## src/qup_pkg.sv

```systemverilog
package qup_pkg;

  // ************************************************************
  // Sizes and register offsets.
  // ************************************************************
  localparam int          NCH      = 4;
  localparam logic [2:0]  OFF_DATA = 3'h0;
  localparam logic [2:0]  OFF_IER  = 3'h1;
  localparam logic [2:0]  OFF_IIR  = 3'h2;
  localparam logic [2:0]  OFF_LCR  = 3'h3;
  localparam logic [2:0]  OFF_MCTL = 3'h4;
  localparam logic [2:0]  OFF_LSR  = 3'h5;
  localparam logic [2:0]  OFF_MSR  = 3'h6;
  localparam logic [2:0]  OFF_SCR  = 3'h7;

  // ************************************************************
  // Field positions.
  // ************************************************************
  localparam int MCTL_TRDY = 0;
  localparam int MCTL_AUX2 = 3;
  localparam int MCTL_LOOP = 4;
  localparam int LCR_BRK  = 6;
  localparam int FCR_EN   = 0;
  localparam int LSR_DR   = 0;
  localparam int LSR_ERR  = 1;
  localparam int LSR_THRE = 5;
  localparam int MSTAT_DMRDY = 1;
  localparam int MSTAT_MRDY  = 5;

  // ************************************************************
  // Interrupt identity codes and reset values.
  // ************************************************************
  localparam logic [3:0] IIR_NONE = 4'h1;
  localparam logic [3:0] IIR_LSR  = 4'h6;
  localparam logic [3:0] IIR_RXA  = 4'h4;
  localparam logic [3:0] IIR_THRE = 4'h2;
  localparam logic [3:0] IIR_MSR  = 4'h0;
  localparam logic [7:0] REG_RST  = 8'h00;

  typedef struct packed {
    logic       read;
    logic       write;
    logic [4:0] address;
    logic [7:0] writedata;
  } qup_av_req_s;

  typedef struct packed {
    logic [7:0] ier;
    logic [7:0] lcr;
    logic [7:0] mctl;
    logic [7:0] scr;
    logic [7:0] txd;
    logic       fifo_en;
    logic       thre;
    logic       lsr_err;
    logic       ddsr;
    logic       dsr;
    logic       tx;
    logic       rx;
    logic       dtr_n;
    logic       irq;
    logic       irq_oe_n;
    logic       tx_load;
    logic       rx_pop;
  } qup_chan_s;

  typedef struct packed {
    qup_chan_s [NCH-1:0] ch;
    logic                ack;
    logic [7:0]          rdata;
  } qup_state_s;

  localparam qup_chan_s CH_RST = '{ier: REG_RST, lcr: REG_RST, mctl: REG_RST, scr: REG_RST,
                                   txd: REG_RST, thre: 1'b1, tx: 1'b1, rx: 1'b1, dtr_n: 1'b1,
                                   irq_oe_n: 1'b1, default: 1'b0};

endpackage

```

## src/qup_host_pins.sv

```systemverilog
// Chosen here: the Avalon-MM slave port and the address map.
`timescale 1ns/1ps
// Summary of operation
// - Outside loopback each channel shows its inverted modem-ready pin level in its modem-status register.
// - Modem-ready never affects transmitter or receiver; it feeds status and the modem-change interrupt only.
// - Terminal-ready output is low while modem-control terminal-ready bit is set and loopback is off.
// - Terminal-ready goes high on reset, in loopback, or when bit 0 cleared.
// - One shared override input acts on all four interrupt outputs with bit 3.
// - Override low: each interrupt output enabled by its auxiliary-output-two bit.
// - Override low: bit 3 clear floats the interrupt pin, set drives it.
// - Override high: every interrupt output driven regardless of bit 3.
// - Interrupt output goes high when an enabled source is pending.
// - Four sources: receiver error, receive data, transmit empty, modem change.
// - Pending interrupt withdrawn when serviced, and cleared by reset.
// - A read returns the addressed register of the selected channel.
// - A write loads the bus data into the addressed register; writes to the line- and modem-status registers are ignored.
// - Reset clears most registers and forces outputs to reset states.
// - During reset the serial output and input are disabled.
// - A channel takes accesses only when it is the selected channel.
// - Three address bits pick the register within the channel.
// - Every serial transmit output goes marking (high) on reset.
module qup_host_pins
  import qup_pkg::*;
(
  input  wire logic                 clk_i,
  input  wire logic                 rst_n_i,
  input  wire qup_av_req_s          av_req_i,
  output logic [7:0]                av_readdata_o,
  output logic                      av_waitrequest_o,
  input  wire logic [NCH-1:0]       modem_ready_in_n_i,
  output logic [NCH-1:0]            terminal_ready_out_n_o,
  input  wire logic                 irq_force_enable_i,
  output logic [NCH-1:0]            channel_irq_out_o,
  output logic [NCH-1:0]            channel_irq_oe_n_o,
  output logic [NCH-1:0]            serial_tx_out_o,
  input  wire logic [NCH-1:0]       serial_rx_in_i,
  output logic [NCH-1:0]            rx_line_o,
  input  wire logic [NCH-1:0][7:0]  rx_data_i,
  input  wire logic [NCH-1:0]       rx_avail_i,
  input  wire logic [NCH-1:0]       rx_error_i,
  output logic [NCH-1:0]            rx_pop_o,
  output logic [NCH-1:0][7:0]       tx_data_o,
  output logic [NCH-1:0]            tx_load_o,
  input  wire logic [NCH-1:0]       tx_done_i
);

  // ************************************************************
  // Helpers.
  // ************************************************************

  // Highest-priority pending source, as the identity register shows it.
  function automatic logic [3:0] iir_code(input qup_chan_s c, input logic rxa);
    logic [3:0] en;
    en = c.ier[3:0];
    if (en[2] && c.lsr_err) iir_code = IIR_LSR;
    else if (en[0] && rxa) iir_code = IIR_RXA;
    else if (en[1] && c.thre) iir_code = IIR_THRE;
    else if (en[3] && c.ddsr) iir_code = IIR_MSR;
    else iir_code = IIR_NONE;
  endfunction

  qup_state_s s_q;
  qup_state_s s_d;
  logic       req;

  // One wait cycle per access keeps the read mux off the bus path.
  assign req              = av_req_i.read | av_req_i.write;
  assign av_waitrequest_o = req & ~s_q.ack;

  // ************************************************************
  // Next state.
  // ************************************************************

  // Each channel's bus effects, status flags and pin levels.
  always_comb begin
    logic [2:0] ra;
    logic       sel;
    logic       wr;
    logic       rd;
    logic       loop;
    logic       dsr_now;
    qup_chan_s  c;
    ra      = av_req_i.address[2:0];
    sel     = 1'b0;
    wr      = 1'b0;
    rd      = 1'b0;
    loop    = 1'b0;
    dsr_now = 1'b0;
    c       = CH_RST;
    s_d     = s_q;
    s_d.ack = req & ~s_q.ack;
    s_d.rdata = s_q.rdata;
    for (int i = 0; i < NCH; i++) begin
      c       = s_q.ch[i];
      sel     = s_q.ack && (av_req_i.address[4:3] == 2'(i));
      wr      = sel & av_req_i.write;
      rd      = sel & av_req_i.read;
      loop    = c.mctl[MCTL_LOOP];
      // In loopback the modem-ready status follows the terminal-ready bit.
      dsr_now = loop ? c.mctl[MCTL_TRDY] : ~modem_ready_in_n_i[i];
      s_d.ch[i].dsr     = dsr_now;
      s_d.ch[i].tx_load = 1'b0;
      s_d.ch[i].rx_pop  = 1'b0;
      // Clears come first so that a coinciding event still sets the flag.
      if (rd && ra == OFF_MSR) s_d.ch[i].ddsr = 1'b0;
      if (dsr_now != c.dsr) s_d.ch[i].ddsr = 1'b1;
      if (rd && ra == OFF_LSR) s_d.ch[i].lsr_err = 1'b0;
      if (rx_error_i[i]) s_d.ch[i].lsr_err = 1'b1;
      if (rd && ra == OFF_IIR && iir_code(c, rx_avail_i[i]) == IIR_THRE) s_d.ch[i].thre = 1'b0;
      if (wr && ra == OFF_DATA) s_d.ch[i].thre = 1'b0;
      if (tx_done_i[i]) s_d.ch[i].thre = 1'b1;
      if (rd && ra == OFF_DATA) s_d.ch[i].rx_pop = 1'b1;
      if (wr) begin
        case (ra)
          OFF_DATA: begin
            s_d.ch[i].txd     = av_req_i.writedata;
            s_d.ch[i].tx_load = 1'b1;
          end
          OFF_IER: s_d.ch[i].ier = {4'h0, av_req_i.writedata[3:0]};
          OFF_IIR: s_d.ch[i].fifo_en = av_req_i.writedata[FCR_EN];
          OFF_LCR: s_d.ch[i].lcr = av_req_i.writedata;
          OFF_MCTL: s_d.ch[i].mctl = {3'h0, av_req_i.writedata[4:0]};
          OFF_SCR: s_d.ch[i].scr = av_req_i.writedata;
          default: s_d.ch[i].ier = c.ier;
        endcase
      end
      // Idle marking unless a break is forced; loopback keeps the pin marking.
      s_d.ch[i].tx = loop | ~c.lcr[LCR_BRK];
      s_d.ch[i].rx = loop ? ~c.lcr[LCR_BRK] : serial_rx_in_i[i];
      s_d.ch[i].dtr_n = ~(c.mctl[MCTL_TRDY] & ~loop);
      s_d.ch[i].irq = iir_code(c, rx_avail_i[i]) != IIR_NONE;
      s_d.ch[i].irq_oe_n = ~(irq_force_enable_i | c.mctl[MCTL_AUX2]);
    end
    // Register data is captured when the request is first seen.
    if (req && !s_q.ack && av_req_i.read) begin
      c = s_q.ch[av_req_i.address[4:3]];
      case (ra)
        OFF_DATA: s_d.rdata = rx_data_i[av_req_i.address[4:3]];
        OFF_IER:  s_d.rdata = c.ier;
        OFF_IIR:  s_d.rdata = {{2{c.fifo_en}}, 2'b00, iir_code(c, rx_avail_i[av_req_i.address[4:3]])};
        OFF_LCR:  s_d.rdata = c.lcr;
        OFF_MCTL: s_d.rdata = c.mctl;
        OFF_LSR:  s_d.rdata = {2'b00, c.thre, 3'b000, c.lsr_err, rx_avail_i[av_req_i.address[4:3]]};
        OFF_MSR:  s_d.rdata = {2'b00, c.dsr, 3'b000, c.ddsr, 1'b0};
        OFF_SCR:  s_d.rdata = c.scr;
        default:  s_d.rdata = REG_RST;
      endcase
    end
  end

  // ************************************************************
  // State register.
  // ************************************************************

  // Reset holds every channel at its defined state, serial pins idle.
  always_ff @(posedge clk_i) begin
    if (!rst_n_i) begin
      s_q.ch    <= {NCH{CH_RST}};
      s_q.ack   <= 1'b0;
      s_q.rdata <= REG_RST;
    end else begin
      s_q <= s_d;
    end
  end

  // ************************************************************
  // Outputs.
  // ************************************************************

  // The modem-ready level reaches only the status register and the modem-change interrupt, never the serial paths.
  assign av_readdata_o = s_q.rdata;
  for (genvar g = 0; g < NCH; g++) begin : g_out
    assign terminal_ready_out_n_o[g] = s_q.ch[g].dtr_n;
    assign channel_irq_out_o[g]      = s_q.ch[g].irq;
    assign channel_irq_oe_n_o[g]     = s_q.ch[g].irq_oe_n;
    assign serial_tx_out_o[g]        = s_q.ch[g].tx;
    assign rx_line_o[g]              = s_q.ch[g].rx;
    assign rx_pop_o[g]               = s_q.ch[g].rx_pop;
    assign tx_data_o[g]              = s_q.ch[g].txd;
    assign tx_load_o[g]              = s_q.ch[g].tx_load;
  end

  for (genvar g = 0; g < NCH; g++) begin : g_chk

  end
endmodule

```

## config.mk

```make
export PLATFORM = sky130hd
export DESIGN_NAME = qup_host_pins
export DESIGN_NICKNAME = d
export VERILOG_FILES = /design/src/qup_pkg.sv /design/src/qup_host_pins.sv
export SDC_FILE = /design/constraint.sdc
export NUM_CORES = 1
export LEC_CHECK = 0
export CAP_MARGIN = 40
export CORE_UTILIZATION = 47
export CTS_CLUSTER_SIZE = 16
export DETAILED_ROUTE_END_ITERATION = 16
export DONT_BUFFER_PORTS = 1
export PLACE_DENSITY = 0.72
export SLEW_MARGIN = 30
export SYNTH_ARGS = -nofsm -noshare
export SYNTH_HDL_FRONTEND = slang
export SYNTH_SLANG_ARGS = --single-unit
```

## constraint.sdc

```tcl
create_clock -name clk_i -period 4.8 [get_ports clk_i]
set_input_delay 0.24 -clock clk_i [delete_from_list [all_inputs] [get_ports clk_i]]
set_output_delay 0.24 -clock clk_i [all_outputs]
set_load 0.03 [all_outputs]
```

Word-level counts from Yosys, hierarchy flattened --
Index checks and enable logic that the tools add are counted.
Word-level totals: latch bits 0, memories kept 0, memory bits (writable) 0, bits in read-only memories 0, input bits 70, bits in registers 189, word-level logic and storage cells 298, output and inout bits 69
Operators by class: bitwise logic cells 44, divide/modulo/power cells 0, reductions and logical operators 97, muxes and demuxes 64, shift operators 0, magnitude comparators 1, $mul 0, add/sub/neg operators 0, equal/unequal tests 22
Operators with widths (number):
- $bmux 52 s2 | 1
- $pmux 8 s8 | 1
- $reduce_and 2->1 | 28
- $mux 52 | 1
- $logic_and 1x1->1 | 50
- $mux 1 | 43
- $reduce_bool 2->1 | 12
- $not 1->1 | 22
- $mux 4 | 5
- $mux 3 | 6
- $bmux 8 s2 | 1
- $eq 4x2->1 const B | 4
- $ne 4x1->1 const B | 4
- $and 1x1->1 | 13
- $eq 3x3->1 const B | 4
- $or 1x1->1 | 9
- $mux 2 | 4
- $mux 8 | 1
- $reduce_or 2->1 | 4
- $eq 3x2->1 const B | 2
- $eq 2x2->1 const B | 2
- $ne 1x1->1 | 4
- $eq 3x1->1 const B | 1
- $logic_not 3->1 | 1
- other kinds (5) | 5

Longest topological paths before layout --
depth in word-level cells 9, depth in mapped cells 8

Worst setup path before layout --
Ideal clock, no wire load.
path type input -> register, from input port av_req_i[11] (netlist name), to register s_q (netlist bit av_readdata_o[1]), buffers on the path 2, arrival 1634 ps, stages on the path 7, slack 3037 ps, cell sequence buf_6 -> buf_8 -> mux4_2 -> nand3_1 -> nand4_1 -> a2111oi_2 -> nor3_1
On the way: word-level cells in the longest chain between the ends 7, elaborated cells on any way between the ends 13
RTL lines:
- start: declaration | line qup_host_pins.sv:27 | input wire qup_av_req_s av_req_i,
- $bmux 52 s2 | line qup_host_pins.sv:136 | c = s_q.ch[av_req_i.address[4:3]];
- $mux 52 (implied by the code) | line qup_host_pins.sv:136
- $logic_and 1x1->1 | line qup_host_pins.sv:57 | else if (en[1] && c.thre) iir_code = IIR_THRE;
- $mux 2 | line qup_host_pins.sv:57
- $mux 3 | line qup_host_pins.sv:56 | else if (en[0] && rxa) iir_code = IIR_RXA;
- $mux 3 | line qup_host_pins.sv:55 | if (en[2] && c.lsr_err) iir_code = IIR_LSR;
- $pmux 8 s8 * | line qup_host_pins.sv:137 | case (ra)
- end: declaration | line qup_host_pins.sv:62 | qup_state_s s_q;
Every way passes the cells marked *; elsewhere a longest branch is shown, timed or not. The select of a mux whose other input is x is not followed. A chain may end at the register's enable or synchronous reset.

Final worst setup path --
from register s_q[8] (netlist name), to register s_q[87] (netlist name)
On the way: word-level cells in the longest chain between the ends 3
RTL lines:
- $logic_and 1x1->1 | line qup_host_pins.sv:95 | sel = s_q.ack && (av_req_i.address[4:3] == 2'(i));
- $and 1x1->1 | line qup_host_pins.sv:96 | wr = sel & av_req_i.write;
- $reduce_and 2->1 (no source line)
No other way between the ends.

==> flow_summary.toml <==
[drt]
drt_iter0_markers = 856
vias = 6480
postRouteAntennaNets = 0
viasPerCell = 5.89
dr.pass1.iters = 5
wl_per_cell_um = 20.7
routed_wl_um = 22800
route.detailed.drc = 0

[die]
initial_core_util_pct = 48.0
fp-row-count = 49
coreArea_um2 = 18000
die_x_um = 138
die_area_um2 = 18900
ios = 139
die_y_um = 138

[timing]
skew_ns = 0.00818
timing.final.hold_violations = 0
rsz0062_at_grt = "no"
fmax_ghz = 0.463
setup_tns_ns = 0
relSlewSlack_pct = 48.3
worst_pin_slew_ns = 0.773
timing.final.crit_share_pct = 45.0
holdWs_ns = 0.0000148
drv_slew = 0
min_period_ns = 2.16
setup_viol_count_final = 0

[clock_network]
holdBufCountCts = 23
path_clk_slew_ns = 0.07
h-tree-depth = 4
cts_sinks = 189
clk_latency_ns = 0.44
post_cts_buffers = 0
cts-resized-gates = 0
cts_inserted_buffers = 17
cts_tree = "built"
clock_path_buffers = 2
cts-root-buf = "clkbuf_16"

[synthesis]
yosysMostFrequentCell = "dfxtp_1"
synthTopCellsByArea = "dfxtp_1 44%, mux2i_1 9.4%, mux4_2 9.4%"
synth_top_area_cell = "dfxtp_1"
synth_warnings = 0
ys_seq_elements = 189
synth_fp_nets = 1007
syn_avg_cell_area_um2 = 9.23
synthArstFlopShare_pct = 0
syn_area_um2 = 8650
yosysUniqueCellTypes = 52
syn_inst = 937
ys.flop_type = "dfxtp_1"
synth_edf_count = 0
synthTopCellsByCount = "189 x dfxtp_1, 138 x nand2_1, 102 x nor2_1, 83 x a21oi_1, 81 x mux2i_1"
synth_top_cell_area_share_pct = 43.8
yosysSeqAreaShare_pct = 43.8

[pwr]
power.leakage_nw = 3.20
pwr-share-seq_pct = 49.8
power_per_cell_area_nw_per_um2 = 358
power.internal_mw = 2.45
vdd_drop_max_mv = 0.248
clock_power_share_pct = 44.6
comb_power_share_pct = 5.6
p_switching_uw = 794
switching_share_pct = 24.5

[global_route]
antenna_found_initial = 1
grt.overflow.total = 0
grt_pass1_vias = 6056
grt_max_degree = 67
grt_use_total_pct = 24.5
grt_first_pass_wirelength_um = 34200

[critical_path]
cp.required_ns = 5.16
crit_fanout = 13
worst_ep_arrival_time_ns = 2.52
slowest_delay_ns = 0.65
worst_setup_path_start_kind = "register"
critPathBufInv = 0
path_cells = "nand3_1 -> nor2_1 -> nand2_1 -> a21oi_1"
cp_top_family = "simple AND/OR/NAND/NOR gates"
critPathKind = "reg -> reg"
worstSetupEndpointType = "register"
crit_path_top_delay_cell = "nor2_1"
reg2reg_slack_ns = 2.64

[placed_design]
dpl.hpwl_um = 14900
io_buffers = 0
gp_congestion = 0.886

[finish]
syn2layout_area_growth_pct = 4.62
drive_above_1_share_pct = 10.6
postLayoutCoreUtil_pct = 50.2
nets = 928

[worst_hold_path]
hold_class = "in -> reg"

[job]
maxCapViolCount = 0

[run_status]
outcome = "finished clean"
sequential cells by signal, indices dropped and copies added (netlist names):
| name | flops |
|---|---|
| av_readdata_o | 8 |
| channel_irq_oe_n_o | 4 |
| channel_irq_out_o | 4 |
| rx_line_o | 4 |
| rx_pop_o | 4 |
| s_q | 121 |
| serial_tx_out_o | 4 |
| terminal_ready_out_n_o | 4 |
| tx_data_o | 32 |
| tx_load_o | 4 |
path summary, 6_finish.rpt:
path / startpoint / to / cells after the start
worst max-delay path: s_q[8] / s_q[87] / 4
worst min register to register: s_q[89] / terminal_ready_out_n_o[1] / 1
worst min-delay path: av_req_i[14] / s_q[8] / 2
worst max register to register: s_q[8] / s_q[87] / 4
metrics by stage:
step	std cells	setup slack [ns]	area, um^2	total power [mW]
floorplan	937	3.04	8650	1.80
global placement	1041	2.74	8170	1.78
detailed placement	1043	2.71	8210	1.78
CTS	1098	2.66	9040	3.24
global route	1101	2.50	9050	3.33
finish	1101	2.64	9050	3.24
power by group through the flow:
stage	logic, mW	clock network (mW)	registers [mW]
2_1_floorplan	0.174	0	1.63
4_1_cts	0.179	1.45	1.61
3_3_place_gp	0.132	0	1.65
5_1_grt	0.194	1.52	1.62
3_5_place_dp	0.136	0	1.65
6_report	0.181	1.45	1.61
cell type report:
cell class,count,area [um^2]
fill,1680,8980
multi-input combinational,610,4040
sequential,189,3780
clock buffer,18,429
timing repair buffer,29,289
tap,229,287
clock inverter,14,174
inverter,11,43.8
antenna,1,2.50
logic make-up after synthesis:
family | Yosys count | synth area share, %
xor gates and xnor gates | 4 | 0.405
muxes | 121 | 19.3
buffers and inverters | 138 | 9.55
and+or+nand+nor | 317 | 16.0
AOI/OAI and AO/OA | 168 | 11.0
DFF | 189 | 43.8
routing by layer:
metal / track usage (%) / vias to the layer above / wire, um
li1: - / 3036 / -
met1: 32.3 / 3104 / 9600
met2: 38.2 / 299 / 10700
met3: 6.11 / 41 / 1930
met4: 9.52 / 0 / 563
met5: 0 / - / 0
placed cells by master (no fill, tap or decap), types with 2 or more instances in the layout:
cell,synthesis,final
inv_1,9,8
or3_1,2,2
o31ai_1,4,4
nand2_1,138,138
o21ai_1,2,2
inv_8,0,2
bufinv_16,0,2
and2_1,8,8
inv_6,0,5
a32oi_1,2,2
mux4_2,36,36
nand3_1,35,35
buf_2,9,4
nor3_1,9,9
dfxtp_1,189,189
a21oi_1,83,83
nor2_1,102,102
xnor2_1,4,4
buf_4,72,2
a311o_1,4,4
a22oi_1,7,7
o21ai_0,48,48
dlygate4sd3_1,0,20
mux2_2,4,4
a31oi_1,6,6
clkinv_4,0,3
clkbuf_16,0,17
nand2b_1,2,2
nand4_1,2,2
nor2_4,3,3
nor2b_1,8,8
mux2i_1,81,81
No activity file was read; power rests on OpenSTA's default activity.
